===== src/core/jac_pkg.sv =====
/*
  Shared constants of the jog axis controller: register map, control
  bit positions, error and warning codes, operation status, timing.
  Assumes a 50 MHz system clock and a 32-bit Avalon-MM register bus.
*/
package jac_pkg;
  localparam int unsigned CLK_HZ      = 50_000_000;
  localparam int unsigned CLK_PER_NS  = 20;
  localparam int unsigned TICK_NS     = 1000;
  localparam int unsigned TICK_CYC    = (TICK_NS + CLK_PER_NS - 1) / CLK_PER_NS;
  localparam int unsigned SPD_W_DEF   = 20;

  localparam logic [5:0] A_CTRL   = 6'h00;
  localparam logic [5:0] A_JOGSPD = 6'h04;
  localparam logic [5:0] A_SPDLIM = 6'h08;
  localparam logic [5:0] A_BIAS   = 6'h0c;
  localparam logic [5:0] A_ACC    = 6'h10;
  localparam logic [5:0] A_DEC    = 6'h14;
  localparam logic [5:0] A_NEWSPD = 6'h18;
  localparam logic [5:0] A_SWUP   = 6'h1c;
  localparam logic [5:0] A_SWLO   = 6'h20;
  localparam logic [5:0] A_POS    = 6'h24;
  localparam logic [5:0] A_STAT   = 6'h28;
  localparam logic [5:0] A_CODES  = 6'h2c;
  localparam logic [5:0] A_CURSPD = 6'h30;

  localparam int unsigned B_JOG    = 0;
  localparam int unsigned B_STOP   = 1;
  localparam int unsigned B_REV    = 2;
  localparam int unsigned B_HWEN   = 3;
  localparam int unsigned B_SWEN   = 4;
  localparam int unsigned B_ERRRST = 5;
  localparam int unsigned B_SPDCHG = 6;

  localparam logic [15:0] ERR_NONE    = 16'h0000;
  localparam logic [15:0] ERR_HW_UP   = 16'h044c;
  localparam logic [15:0] ERR_HW_LO   = 16'h044d;
  localparam logic [15:0] ERR_STOP_ON = 16'h044e;
  localparam logic [15:0] ERR_SW_UP   = 16'h044f;
  localparam logic [15:0] ERR_SW_LO   = 16'h0450;
  localparam logic [15:0] WRN_SPD_RNG = 16'h03fc;
  localparam logic [7:0]  OPST_IDLE   = 8'h00;
  localparam logic [7:0]  OPST_JOG    = 8'h02;
  localparam logic [31:0] SWUP_RST    = 32'h7fff_ffff;
  localparam logic [31:0] SWLO_RST    = 32'h8000_0000;
  localparam logic [15:0] RATE_RST    = 16'h0001;

  typedef enum logic [1:0] {
    ST_IDLE, ST_RUN, ST_ZERO, ST_DECEL
  } jac_state_t;
endpackage : jac_pkg


===== src/core/jac_ramp_if.sv =====
/*
  Link between the jog sequencer and the speed ramp.
  Assumes both ends share the system clock.
*/
`timescale 1ns/10ps
interface jac_ramp_if #(parameter int unsigned SPD_W = 20);
  logic             load;
  logic [SPD_W-1:0] load_val;
  logic [SPD_W-1:0] target;
  logic [15:0]      rate;
  logic             tick;
  logic [SPD_W-1:0] speed;
  modport ctrl (output load, load_val, target, rate, tick, input speed);
  modport ramp (input load, load_val, target, rate, tick, output speed);
endinterface : jac_ramp_if


===== src/core/jac_jog_axis.sv =====
/*
  Jog controller for one positioning axis with Avalon-MM register slave,
  step/direction drive output and limit switch inputs.
  Assumes limit switches are asynchronous, active low (open = limit hit),
  and that the drive takes one step per step_pulse_o cycle.
*/
// What this block does
// - Jog start rising edge accelerates axis in set direction; busy set.
// - At jog speed, hold that speed while jog start stays high.
// - Jog start low decelerates from jog speed over deceleration time.
// - Speed falling to bias in deceleration stops the axis and clears busy.
// - Stop command during jog decelerates the axis to a stop.
// - Jog start rising with stop held: no motion, error 1102.
// - After stop released, jogging resumes only on a new start edge.
// - Start re-raised during deceleration is ignored.
// - Jog speed above speed limit runs at limit with warning 1020.
// - Jog speed below bias runs at bias with warning 1020.
// - Bias and jog speed zero: speed-zero flag, axis still, status 2, busy.
// - Nonzero speed change in zero state clears flag and jogs on.
// - Speed changed to zero with nonzero bias: warning, runs at bias.
// - Speed changes during deceleration are rejected.
// - Jog start is ignored while busy; reversal needs busy clear first.
// - Speed change command applies a new jog speed while jogging.
// - Enabled hardware limit input in moving direction decelerates to stop.
// - Software limits refuse outward starts and stop motion leaving range.
`timescale 1ns/10ps
module jac_jog_axis #(
  parameter int unsigned SPD_W = jac_pkg::SPD_W_DEF
) (
  input  wire logic        ref_clk_i,
  input  wire logic        srst_i,
  input  wire logic [5:0]  avs_address_i,
  input  wire logic        avs_read_i,
  input  wire logic        avs_write_i,
  input  wire logic [31:0] avs_writedata_i,
  output logic [31:0]      avs_readdata_o,
  output logic             avs_waitrequest_o,
  input  wire logic        limit_upper_n_i,
  input  wire logic        limit_lower_n_i,
  output logic             step_pulse_o,
  output logic             step_dir_o,
  output logic             axis_busy_o
);
  // Speeds above 25 bits could exceed CLK_HZ, needing more than one step per clock
  if (SPD_W < 4 || SPD_W > 25) begin : g_bad_spd_w
    $error("SPD_W out of range");
  end

  jac_ramp_if #(.SPD_W(SPD_W)) rif ();
  jac_ramp u_ramp (.ref_clk_i(ref_clk_i), .srst_i(srst_i), .rif(rif));

  jac_pkg::jac_state_t state_r;
  jac_pkg::jac_state_t state_nxt;
  logic [6:0]       ctrl_r;
  logic [SPD_W-1:0] jog_spd_r;
  logic [SPD_W-1:0] spd_lim_r;
  logic [SPD_W-1:0] bias_r;
  logic [SPD_W-1:0] new_spd_r;
  logic [SPD_W-1:0] run_spd_r;
  logic [SPD_W-1:0] run_spd_nxt;
  logic [15:0]      acc_r;
  logic [15:0]      dec_r;
  logic [31:0]      sw_up_r;
  logic [31:0]      sw_lo_r;
  logic [31:0]      pos_r;
  logic [31:0]      phase_r;
  logic [15:0]      err_r;
  logic [15:0]      err_nxt;
  logic [15:0]      wrn_r;
  logic             wrn_set;
  logic             spd_zero_r;
  logic             jog_prev_r;
  logic [1:0]       lim_up_sync_r;
  logic [1:0]       lim_lo_sync_r;
  logic [7:0]       tick_cnt_r;
  logic             tick_r;
  logic             move_rev_r;
  logic             load;
  logic [SPD_W-1:0] load_val;

  wire acc_go  = avs_write_i && !avs_waitrequest_o;
  wire jog_cmd = ctrl_r[jac_pkg::B_JOG];
  wire stop    = ctrl_r[jac_pkg::B_STOP];
  wire jog_rise = jog_cmd && !jog_prev_r;
  wire err_rst = acc_go && avs_address_i == jac_pkg::A_CTRL
                 && avs_writedata_i[jac_pkg::B_ERRRST];
  wire spd_chg = acc_go && avs_address_i == jac_pkg::A_CTRL
                 && avs_writedata_i[jac_pkg::B_SPDCHG];
  wire hit_up = ctrl_r[jac_pkg::B_HWEN] && !lim_up_sync_r[1];
  wire hit_lo = ctrl_r[jac_pkg::B_HWEN] && !lim_lo_sync_r[1];
  wire sw_up  = ctrl_r[jac_pkg::B_SWEN] && $signed(pos_r) >= $signed(sw_up_r);
  wire sw_lo  = ctrl_r[jac_pkg::B_SWEN] && $signed(pos_r) <= $signed(sw_lo_r);

  function automatic logic [SPD_W-1:0] clamp(input logic [SPD_W-1:0] v,
      input logic [SPD_W-1:0] lim, input logic [SPD_W-1:0] bias);
    clamp = (v > lim) ? lim : ((v < bias) ? bias : v);
  endfunction : clamp

  // Limit switches come straight from the machine
  always_ff @(posedge ref_clk_i) begin
    if (srst_i) begin
      lim_up_sync_r <= 2'h3;
      lim_lo_sync_r <= 2'h3;
    end else begin
      lim_up_sync_r <= {lim_up_sync_r[0], limit_upper_n_i};
      lim_lo_sync_r <= {lim_lo_sync_r[0], limit_lower_n_i};
    end
  end

  always_ff @(posedge ref_clk_i) begin
    if (srst_i) begin
      tick_cnt_r <= 8'h00;
      tick_r     <= 1'b0;
    end else begin
      tick_r     <= tick_cnt_r == 8'(jac_pkg::TICK_CYC - 1);
      tick_cnt_r <= (tick_cnt_r == 8'(jac_pkg::TICK_CYC - 1))
                    ? 8'h00 : tick_cnt_r + 8'h01;
    end
  end

  always_comb begin
    logic [SPD_W-1:0] c;
    logic             hit_dir;
    logic             sw_dir;
    c           = clamp(jog_spd_r, spd_lim_r, bias_r);
    hit_dir     = move_rev_r ? hit_lo : hit_up;
    sw_dir      = move_rev_r ? sw_lo : sw_up;
    state_nxt   = state_r;
    run_spd_nxt = run_spd_r;
    err_nxt     = jac_pkg::ERR_NONE;
    wrn_set     = 1'b0;
    load        = 1'b0;
    load_val    = '0;
    case (state_r)
      jac_pkg::ST_IDLE: begin
        // Level-held start is not a start: only its edge counts
        if (jog_rise && err_r == jac_pkg::ERR_NONE) begin
          if (stop) begin
            err_nxt = jac_pkg::ERR_STOP_ON;
          end else if (!ctrl_r[jac_pkg::B_REV] && hit_up) begin
            err_nxt = jac_pkg::ERR_HW_UP;
          end else if (ctrl_r[jac_pkg::B_REV] && hit_lo) begin
            err_nxt = jac_pkg::ERR_HW_LO;
          end else if (!ctrl_r[jac_pkg::B_REV] && sw_up) begin
            err_nxt = jac_pkg::ERR_SW_UP;
          end else if (ctrl_r[jac_pkg::B_REV] && sw_lo) begin
            err_nxt = jac_pkg::ERR_SW_LO;
          end else begin
            run_spd_nxt = c;
            wrn_set     = c != jog_spd_r;
            load        = 1'b1;
            load_val    = bias_r;
            state_nxt   = (c == '0) ? jac_pkg::ST_ZERO
                                    : jac_pkg::ST_RUN;
          end
        end
      end
      jac_pkg::ST_RUN, jac_pkg::ST_ZERO: begin
        if (spd_chg) begin
          run_spd_nxt = clamp(new_spd_r, spd_lim_r, bias_r);
          wrn_set     = run_spd_nxt != new_spd_r;
          if (state_r == jac_pkg::ST_ZERO && run_spd_nxt != '0) begin
            state_nxt = jac_pkg::ST_RUN;
            load      = 1'b1;
            load_val  = bias_r;
          end else if (run_spd_nxt == '0) begin
            state_nxt = jac_pkg::ST_ZERO;
            load      = 1'b1;
          end
        end
        if (hit_dir) begin
          err_nxt = move_rev_r ? jac_pkg::ERR_HW_LO
                               : jac_pkg::ERR_HW_UP;
        end else if (sw_dir) begin
          err_nxt = move_rev_r ? jac_pkg::ERR_SW_LO
                               : jac_pkg::ERR_SW_UP;
        end
        if (!jog_cmd || stop || hit_dir || sw_dir) begin
          state_nxt = (state_r == jac_pkg::ST_ZERO) ? jac_pkg::ST_IDLE
                                                    : jac_pkg::ST_DECEL;
          load      = state_r == jac_pkg::ST_ZERO;
        end
      end
      jac_pkg::ST_DECEL: begin
        // Start edges and speed changes fall through unheard here
        if (rif.speed <= bias_r) begin
          state_nxt = jac_pkg::ST_IDLE;
          load      = 1'b1;
        end
      end
      default: begin
        state_nxt = jac_pkg::ST_IDLE;
      end
    endcase
  end

  assign rif.load     = load;
  assign rif.load_val = load_val;
  assign rif.target   = (state_r == jac_pkg::ST_RUN) ? run_spd_r : '0;
  assign rif.rate     = (state_r == jac_pkg::ST_RUN) ? acc_r : dec_r;
  assign rif.tick     = tick_r;

  always_ff @(posedge ref_clk_i) begin
    if (srst_i) begin
      state_r     <= jac_pkg::ST_IDLE;
      run_spd_r   <= '0;
      spd_zero_r  <= 1'b0;
      axis_busy_o <= 1'b0;
      jog_prev_r  <= 1'b0;
      move_rev_r  <= 1'b0;
    end else begin
      state_r     <= state_nxt;
      run_spd_r   <= run_spd_nxt;
      spd_zero_r  <= state_nxt == jac_pkg::ST_ZERO;
      axis_busy_o <= state_nxt != jac_pkg::ST_IDLE;
      jog_prev_r  <= jog_cmd;
      if (state_r == jac_pkg::ST_IDLE) begin
        move_rev_r <= ctrl_r[jac_pkg::B_REV];
      end
    end
  end

  // A new code landing with the reset wins, so nothing is lost
  always_ff @(posedge ref_clk_i) begin
    if (srst_i) begin
      err_r <= jac_pkg::ERR_NONE;
      wrn_r <= jac_pkg::ERR_NONE;
    end else begin
      if (err_nxt != jac_pkg::ERR_NONE && (err_r == jac_pkg::ERR_NONE
          || err_rst)) begin
        err_r <= err_nxt;
      end else if (err_rst) begin
        err_r <= jac_pkg::ERR_NONE;
      end
      if (wrn_set) begin
        wrn_r <= jac_pkg::WRN_SPD_RNG;
      end else if (err_rst) begin
        wrn_r <= jac_pkg::ERR_NONE;
      end
    end
  end

  // Step generator: phase accumulates speed in steps per second
  always_ff @(posedge ref_clk_i) begin
    if (srst_i) begin
      phase_r      <= 32'h0000_0000;
      pos_r        <= 32'h0000_0000;
      step_pulse_o <= 1'b0;
      step_dir_o   <= 1'b0;
    end else begin
      step_dir_o   <= move_rev_r;
      step_pulse_o <= 1'b0;
      if (phase_r + 32'(rif.speed) >= jac_pkg::CLK_HZ) begin
        phase_r      <= phase_r + 32'(rif.speed) - jac_pkg::CLK_HZ;
        step_pulse_o <= 1'b1;
        pos_r        <= move_rev_r ? pos_r - 32'h1 : pos_r + 32'h1;
      end else begin
        phase_r <= phase_r + 32'(rif.speed);
      end
    end
  end

  always_ff @(posedge ref_clk_i) begin
    if (srst_i) begin
      ctrl_r    <= 7'h00;
      jog_spd_r <= '0;
      spd_lim_r <= '1;
      bias_r    <= '0;
      new_spd_r <= '0;
      acc_r     <= jac_pkg::RATE_RST;
      dec_r     <= jac_pkg::RATE_RST;
      sw_up_r   <= jac_pkg::SWUP_RST;
      sw_lo_r   <= jac_pkg::SWLO_RST;
    end else if (acc_go) begin
      case (avs_address_i)
        jac_pkg::A_CTRL: begin
          ctrl_r <= {2'b00, avs_writedata_i[4:0]};
        end
        jac_pkg::A_JOGSPD: jog_spd_r <= avs_writedata_i[SPD_W-1:0];
        jac_pkg::A_SPDLIM: spd_lim_r <= avs_writedata_i[SPD_W-1:0];
        jac_pkg::A_BIAS:   bias_r    <= avs_writedata_i[SPD_W-1:0];
        jac_pkg::A_ACC:    acc_r     <= avs_writedata_i[15:0];
        jac_pkg::A_DEC:    dec_r     <= avs_writedata_i[15:0];
        jac_pkg::A_NEWSPD: new_spd_r <= avs_writedata_i[SPD_W-1:0];
        jac_pkg::A_SWUP:   sw_up_r   <= avs_writedata_i;
        jac_pkg::A_SWLO:   sw_lo_r   <= avs_writedata_i;
        default: begin
        end
      endcase
    end
  end

  // Fixed one-wait-state slave; unmapped reads return zero
  always_ff @(posedge ref_clk_i) begin
    if (srst_i) begin
      avs_waitrequest_o <= 1'b1;
      avs_readdata_o    <= 32'h0000_0000;
    end else begin
      avs_waitrequest_o <= !((avs_read_i || avs_write_i) && avs_waitrequest_o);
      if (avs_read_i && avs_waitrequest_o) begin
        case (avs_address_i)
          jac_pkg::A_CTRL:   avs_readdata_o <= {25'h0, ctrl_r};
          jac_pkg::A_JOGSPD: avs_readdata_o <= 32'(jog_spd_r);
          jac_pkg::A_SPDLIM: avs_readdata_o <= 32'(spd_lim_r);
          jac_pkg::A_BIAS:   avs_readdata_o <= 32'(bias_r);
          jac_pkg::A_ACC:    avs_readdata_o <= {16'h0, acc_r};
          jac_pkg::A_DEC:    avs_readdata_o <= {16'h0, dec_r};
          jac_pkg::A_NEWSPD: avs_readdata_o <= 32'(new_spd_r);
          jac_pkg::A_SWUP:   avs_readdata_o <= sw_up_r;
          jac_pkg::A_SWLO:   avs_readdata_o <= sw_lo_r;
          jac_pkg::A_POS:    avs_readdata_o <= pos_r;
          jac_pkg::A_STAT: begin
            avs_readdata_o <= {16'h0, axis_busy_o ? jac_pkg::OPST_JOG
                               : jac_pkg::OPST_IDLE, 5'h0, move_rev_r,
                               spd_zero_r, axis_busy_o};
          end
          jac_pkg::A_CODES:  avs_readdata_o <= {wrn_r, err_r};
          jac_pkg::A_CURSPD: avs_readdata_o <= 32'(rif.speed);
          default:           avs_readdata_o <= 32'h0000_0000;
        endcase
      end
    end
  end
endmodule : jac_jog_axis


===== src/core/jac_ramp.sv =====
/*
  Linear speed ramp: one speed unit per 'rate' ticks toward the target.
  Assumes a one-cycle tick enable and a synchronous active-high reset.
*/
`timescale 1ns/10ps
module jac_ramp (
  input  wire logic  ref_clk_i,
  input  wire logic  srst_i,
  jac_ramp_if.ramp   rif
);
  logic [15:0] cnt_r;

  always_ff @(posedge ref_clk_i) begin
    if (srst_i) begin
      cnt_r <= 16'h0000;
    end else if (rif.load || rif.speed == rif.target) begin
      cnt_r <= 16'h0000;
    end else if (rif.tick) begin
      cnt_r <= (cnt_r + 16'h0001 >= rif.rate) ? 16'h0000 : cnt_r + 16'h0001;
    end
  end

  // A rate of zero still steps once per tick, never jumps
  always_ff @(posedge ref_clk_i) begin
    if (srst_i) begin
      rif.speed <= '0;
    end else if (rif.load) begin
      rif.speed <= rif.load_val;
    end else if (rif.tick && (cnt_r + 16'h0001 >= rif.rate)) begin
      if (rif.speed < rif.target) begin
        rif.speed <= rif.speed + 1'b1;
      end else if (rif.speed > rif.target) begin
        rif.speed <= rif.speed - 1'b1;
      end
    end
  end
endmodule : jac_ramp


===== config.mk =====
export PLATFORM = sky130hd
export DESIGN_NAME = jac_jog_axis
export DESIGN_NICKNAME = d
export VERILOG_FILES = /design/src/core/jac_pkg.sv /design/src/core/jac_ramp_if.sv /design/src/core/jac_jog_axis.sv /design/src/core/jac_ramp.sv
export SDC_FILE = /design/constraint.sdc
export NUM_CORES = 1
export LEC_CHECK = 0
export BUFFER_PORTS_ARGS = -buffer_cell sky130_fd_sc_hd__buf_2
export CORE_MARGIN = 3
export CORE_UTILIZATION = 25
export CTS_BUF_LIST = sky130_fd_sc_hd__clkbuf_8
export CTS_CLUSTER_SIZE = 40
export DETAILED_ROUTE_END_ITERATION = 6
export PLACE_DENSITY = 0.48
export SLEW_MARGIN = 15
export SYNTH_ARGS = -nofsm -noshare
export SYNTH_HDL_FRONTEND = slang
export SYNTH_SLANG_ARGS = --single-unit

===== constraint.sdc =====
create_clock -name ref_clk_i -period 17.4 [get_ports ref_clk_i]
set_input_delay 2.61 -clock ref_clk_i [delete_from_list [all_inputs] [get_ports ref_clk_i]]
set_output_delay 2.61 -clock ref_clk_i [all_outputs]
set_load 0.1 [all_outputs]

Word level (Yosys, flattened, before mapping)
Cells that the tools add are included.

Logic and storage cells: 218. Output and inout bits: 36. Memory bits (read-only): 0. Input bits: 44. Memories: 0. Bits in latches: 0. Bits in writable memories: 0. Register bits: 379.

Multiplexer cells: 84. Multipliers: 0. Reduce and logical (&&, ||, !) cells: 59. Magnitude comparators: 11. Add/sub/neg operators: 8. Eq/ne operators: 27. Bitwise logic cells: 0. Shift operators: 0. Div/mod/pow operators: 0.

Operator list (number): 20-bit 2-to-1 mux (24); 32-bit one-hot mux with 13 select lines (1); 11-bit 2-to-1 mux (8); 20-bit one-hot mux with 2 select lines (2); 16-bit 2-to-1 mux (4); 32-bit 2-to-1 mux (2); 20-bit greater-than comparator (3); 20-bit less-than comparator (3); 20-bit zero test (2); 20-bit inequality test (2); 32-bit by 1-bit adder with 32-bit output, second input constant (1); 32-bit by 20-bit adder with 32-bit output (1); 32-bit by 26-bit greater-or-equal comparator with 1-bit output, second input constant (1); 32-bit greater-or-equal comparator (1); 32-bit less-or-equal comparator (1); 32-bit by 1-bit subtractor with 32-bit output, second input constant (1); 32-bit by 26-bit subtractor with 32-bit output, second input constant (1); 6-bit equality test, second input constant (5); 2-bit 2-to-1 mux (14); 6-bit by 5-bit equality test with 1-bit output, second input constant (4); 1-bit 2-to-1 mux (22); 11-bit one-hot mux with 2 select lines (1); 20-bit by 1-bit adder with 20-bit output, second input constant (1); 20-bit equality test (1); other kinds (29) (83).

Logic depth before layout (Yosys ltp)
Depth after elaboration: 13. Depth in mapped cells: 26. Depth with buffers taken out: 24.

Cells and area by module
From an unflattened synthesis, not the netlist that was laid out.

Cells, all modules: 3471. Area, all modules: 26815.7 um^2.

Modules (own cells, without submodules): jac_jog_axis (area each 23156.0 um^2, sequential area each 6506.2 um^2, cells an instance 3000, times used 1); jac_ramp (area each 3659.8 um^2, sequential area each 720.7 um^2, cells an instance 471, times used 1).

Worst setup path after synthesis
No wires, ideal clock.

Kind: register to register. Start: register state_r[1]. End: register u_ramp.rif.speed[19]. Setup slack: 11930 ps. Arrival: 5353 ps. Data required time: 17284 ps. Cell stages (with the launch flop): 27. Path buffers: 2. Clock period less this slack: 5470 ps. Path through: dfxtp_1 > inv_1 > ha_1 > clkbuf_1 > clkbuf_1 > nand2_1 > ha_1 > a21o_1 > a21o_1 > a21oi_1 > nor2b_1 > o21ai_0 > nand2_1 > a21oi_1 > inv_1 > ha_1 > a21o_1 > a211oi_1 > o21ai_0 > a211oi_1 > nor3_1 > a2111oi_0 > a21oi_1 > xnor2_1 > nand2_1 > xnor2_1 > o211a_1.

Word-level cells in the longest chain between the ends: 8. Elaborated cells between the ends (all ways): 25. Classes of those cells: 3 x order compare; 3 x eq/ne; 12 x mux; 7 x reduce/logical.

RTL lines: start, declared (RTL line jac_jog_axis.sv:52) `jac_pkg::jac_state_t state_r;`; start signal, assigned (RTL line jac_jog_axis.sv:205) `state_r <= jac_pkg::ST_IDLE;`; start signal, assigned (RTL line jac_jog_axis.sv:212) `state_r <= state_nxt;`; parallel branches: the longest is 8 deep, another holds 20-bit less-than comparator; end signal, assigned (RTL line jac_ramp.sv:28) `rif.speed <= rif.load_val;`; end signal, assigned (RTL line jac_ramp.sv:31) `rif.speed <= rif.speed + 1'b1;`; end signal, assigned (RTL line jac_ramp.sv:33) `rif.speed <= rif.speed - 1'b1;`; end, declared (RTL line jac_ramp_if.sv:14) `modport ramp (input load, load_val, target, rate, tick, output speed);`.

Several ways; the timed one is not identified. The select of a mux whose other input is x is not followed. A chain may end at the register's enable or synchronous reset.

Worst setup path in the final report
Ends and elaborated chain as after synthesis.

==> impl_metrics.csv <==
group,metric,value,unit
pwr,comb_power_share,30.7,%
global_routing,antenna_found_initial,9,
layout,nNetsFinal,3726,
timing,min_period_over_period,38.7,%
synthesis,syn_nets,3746,
job,cap_violations,0,
timing,hold_viol,0,
synthesis,yosys_warnings,0,
timing,rsz0062_at_grt,"no",
setup_path,crit_fanout,36,
pwr,clkPwrFrac,35.8,%
setup_path,critical-path-top-delay-family,"compound AO/OA/AOI/OAI gates",
clocking,clock-sinks,361,
clocking,ctsResizeCount,0,
placement,gp_congestion,0.927,
drt,first_iter_violations,2715,
synthesis,synth_ff_type,"dfxtp_1",
global_routing,grt_max_degree,107,
hold_path,hold_class,"reg2reg",
die,die_y,332,um
setup_path,critPathKind,"reg2reg",
timing,relSlewSlack,23.4,%
synthesis,synth_area_per_cell,7.74,um^2
placement,io_buffers,79,
global_routing,grt_pass1_vias,24589,
timing,slew_violations,0,
global_routing,grt_usage,20.3,%
drt,dr.pass1.iters,7,
pwr,power_frac_seq,33.5,%
clocking,cts_tree,"built",
layout,n_fill_cell,11280,
drt,ant_nets,0,
die,dieArea,110000,um^2
clocking,hold_buffers,0,
pwr,power_leakage,0.0121,uW
drt,wl,116000,um
synthesis,yosys.area.top_type,"dfxtp_1",
timing,finalSetupViolations,0,
clocking,cts-htree-levels,3,
clocking,clk_path_buf_depth,3,
pwr,total_power,2820,uW
timing,worst_pin_slew,1.15,ns
setup_path,arrival,7.31,ns
die,fp.dieW,332,um
timing,fin_tns_setup,0,ns
drt,via_count,26389,
pwr,internal_power,1730,uW
timing,clock_skew,0.102,ns
drt,wl_per_cell,23.9,um
pwr,power_density,94.0,nW/um^2
setup_path,crit_buf_inv,2,
synthesis,yosysUniqueCellTypes,95,
die,num_rows,118,
placement,dpl.hpwl,82900,um
synthesis,ys_seq_area_share,27.3,%
setup_path,slowest_delay,0.91,ns
synthesis,netlist.area_leader.share,27.3,%
synthesis,ys_seq_elements,361,
layout,area_delta_synth_final,13.2,%
global_routing,overflow,0,
clocking,clkTransAtPathRegs,0.06,ns
drt,vias_per_cell,5.44,
clocking,cts_setup_buffers,0,
global_routing,grt_pass1_wl,169000,um
setup_path,cp_slowest_cell,"ha_2",
setup_path,cp_cell_sequence,"inv_1 > ha_2 > nand2_1 > ha_1 > a21o_1 > a21o_1 > a21oi_1 > nor2b_1 > o21ai_0 > nand2_1 > a21oi_1 > inv_1 > ha_1 > a21o_1 > a211oi_1 > o21ai_0 > a211oi_1 > nor3_1 > a2111oi_0 > a21oi_1 > xnor2_1 > nand2_1 > xnor2_1 > o211a_1",
die,core-area,104000,um^2
pwr,p_sw_share,38.6,%
clocking,cts-root-buf,"clkbuf_8",
setup_path,critPathRequiredTime,17.98,ns
die,io_pins,80,
clocking,clk_latency,0.74,ns
pwr,p_sw,1090,uW
outcome,status,"finished, final reports clean",
synthesis,async_reset_ff_share,0,%
setup_path,cp-start-kind,"flip-flop",
synthesis,synth_edf_count,0,
die,initial_utilization,25.4,%
setup_path,worst_setup_path_end_kind,"flip-flop",
drt,drc,0,
synthesis,syn_area,26500,um^2
synthesis,synth.area.top_cells,"dfxtp_1 (27%), ha_1 (13%), nand2_1 (7.0%), a21oi_1 (6.5%), o21ai_0 (3.4%)",
timing,clock.fmax,0.149,GHz
layout,drive_gt1_share,10.6,%
clocking,cts_buffers,75,
pwr,peakVddDrop,52.8,uV
synthesis,synth_cells,3424,
timing,fin_crit,6.73,ns
## state kept, by name (all words and copies together) (netlist names), 2 cells and up
signal and cells:
acc_r 16, avs_readdata_o 32, bias_r 20, ctrl_r 5
dec_r 16, err_r 5, jog_spd_r 20, lim_lo_sync_r 2
lim_up_sync_r 2, new_spd_r 20, phase_r 32, pos_r 32
run_spd_r 20, spd_lim_r 20, state_r 2, sw_lo_r 32
sw_up_r 32, tick_cnt_r 8, u_ramp.cnt_r 16, u_ramp.rif.speed 20
## layout by cell type, fill, tap and decap left out, types with 70 or more instances in the layout
master / Yosys / final
a211oi_1: 71 / 70
a21oi_1: 346 / 346
buf_2: 18 / 78
buf_4: 2 / 73
clkbuf_8: 0 / 99
dfxtp_1: 361 / 361
ha_1: 275 / 274
inv_1: 140 / 157
mux2i_1: 86 / 86
nand2_1: 495 / 495
nand3_1: 76 / 75
nor2_1: 188 / 184
o211ai_1: 71 / 71
o21ai_0: 182 / 182
xnor2_1: 98 / 98
## kinds of logic after synthesis
logic type	count (synthesis)	share of synthesized area (%)
adder cells (fa/ha/maj)	278	13.2
multiplexers	96	3.67
flip-flops	361	27.3
buffers and inverters	390	5.71
AND/OR/NAND/NOR	1115	19.7
XOR/XNOR	157	5.19
AO/OA/AOI/OAI	1027	25.3
## cell usage after synthesis (23+ instances only)
| library cell | instances |
|---|---|
| a211oi_1 | 71 |
| a21o_1 | 55 |
| a21oi_1 | 346 |
| a221oi_1 | 33 |
| a22oi_1 | 34 |
| a31oi_1 | 27 |
| and3_1 | 36 |
| clkbuf_1 | 207 |
| dfxtp_1 | 361 |
| ha_1 | 275 |
| inv_1 | 140 |
| mux2i_1 | 86 |
| nand2_1 | 495 |
| nand2b_1 | 29 |
| nand3_1 | 76 |
| nand4_1 | 65 |
| nor2_1 | 188 |
| nor2b_1 | 33 |
| nor3_1 | 64 |
| nor4_1 | 33 |
| o211ai_1 | 71 |
| o21a_1 | 23 |
| o21ai_0 | 182 |
| xnor2_1 | 98 |
| xor2_1 | 59 |
## power by group through the flow
stage / sequential, uW / clock, uW / combinational [uW]
5_1_grt: 950 / 1070 / 954
6_report: 946 / 1010 / 866
3_3_place_gp: 963 / 0 / 864
4_1_cts: 944 / 1030 / 864
2_1_floorplan: 978 / 0 / 607
3_5_place_dp: 961 / 0 / 861
## stage by stage
stage / cells / util, % / area [um^2] / worst slack (ns) / hold slack [ns]
6_report: 4848 / 28.7 / 30000 / 10.67 / 0.454
5_1_grt: 4846 / 28.7 / 30000 / 10.10 / 0.479
4_1_cts: 4845 / 28.7 / 30000 / 10.69 / 0.456
3_5_place_dp: 4707 / 27.1 / 28300 / 10.73 / 0.448
3_3_place_gp: 4707 / 27.1 / 28300 / 10.80 / 0.442
2_1_floorplan: 3424 / - / 26500 / 11.93 / 0.389
## area by class of cell
type / instances / area (um^2) / area share (%)
Multi-Input combinational cell: 2673 / 17900 / 59.7
Sequential cell: 361 / 7230 / 24.1
Tap cell: 1380 / 1730 / 5.76
Clock buffer: 99 / 1360 / 4.54
Timing Repair Buffer: 152 / 953 / 3.18
Inverter: 141 / 532 / 1.77
Clock inverter: 39 / 295 / 0.984
Antenna cell: 3 / 7.51 / 0.0250
## worst paths after layout
| path | start | endpoint | slack (ns) | cells past startpoint |
|---|---|---|---|---|
| max | state_r[1]$_SDFF_PP0_ | u_ramp.rif.speed[19]$_SDFFE_PP0P_ | 10.67 | 24 |
| min | lim_up_sync_r[0]$_SDFF_PP1_ | lim_up_sync_r[1]$_SDFF_PP1_ | 0.45 | 1 |
| max reg2reg | state_r[1]$_SDFF_PP0_ | u_ramp.rif.speed[19]$_SDFFE_PP0P_ | 10.67 | 24 |
| min reg2reg | lim_up_sync_r[0]$_SDFF_PP1_ | lim_up_sync_r[1]$_SDFF_PP1_ | 0.45 | 1 |
## routing by layer
layer  vias to the layer above  wire (um)  GRT usage (%)
met4                         2       5470           9.37
met2                      1162      47700           29.4
li1                      12395          -              -
met3                       292      10700           4.48
met5                         -         13              0
met1                     12538      52000           28.4
(Power assumes the default switching activity.)
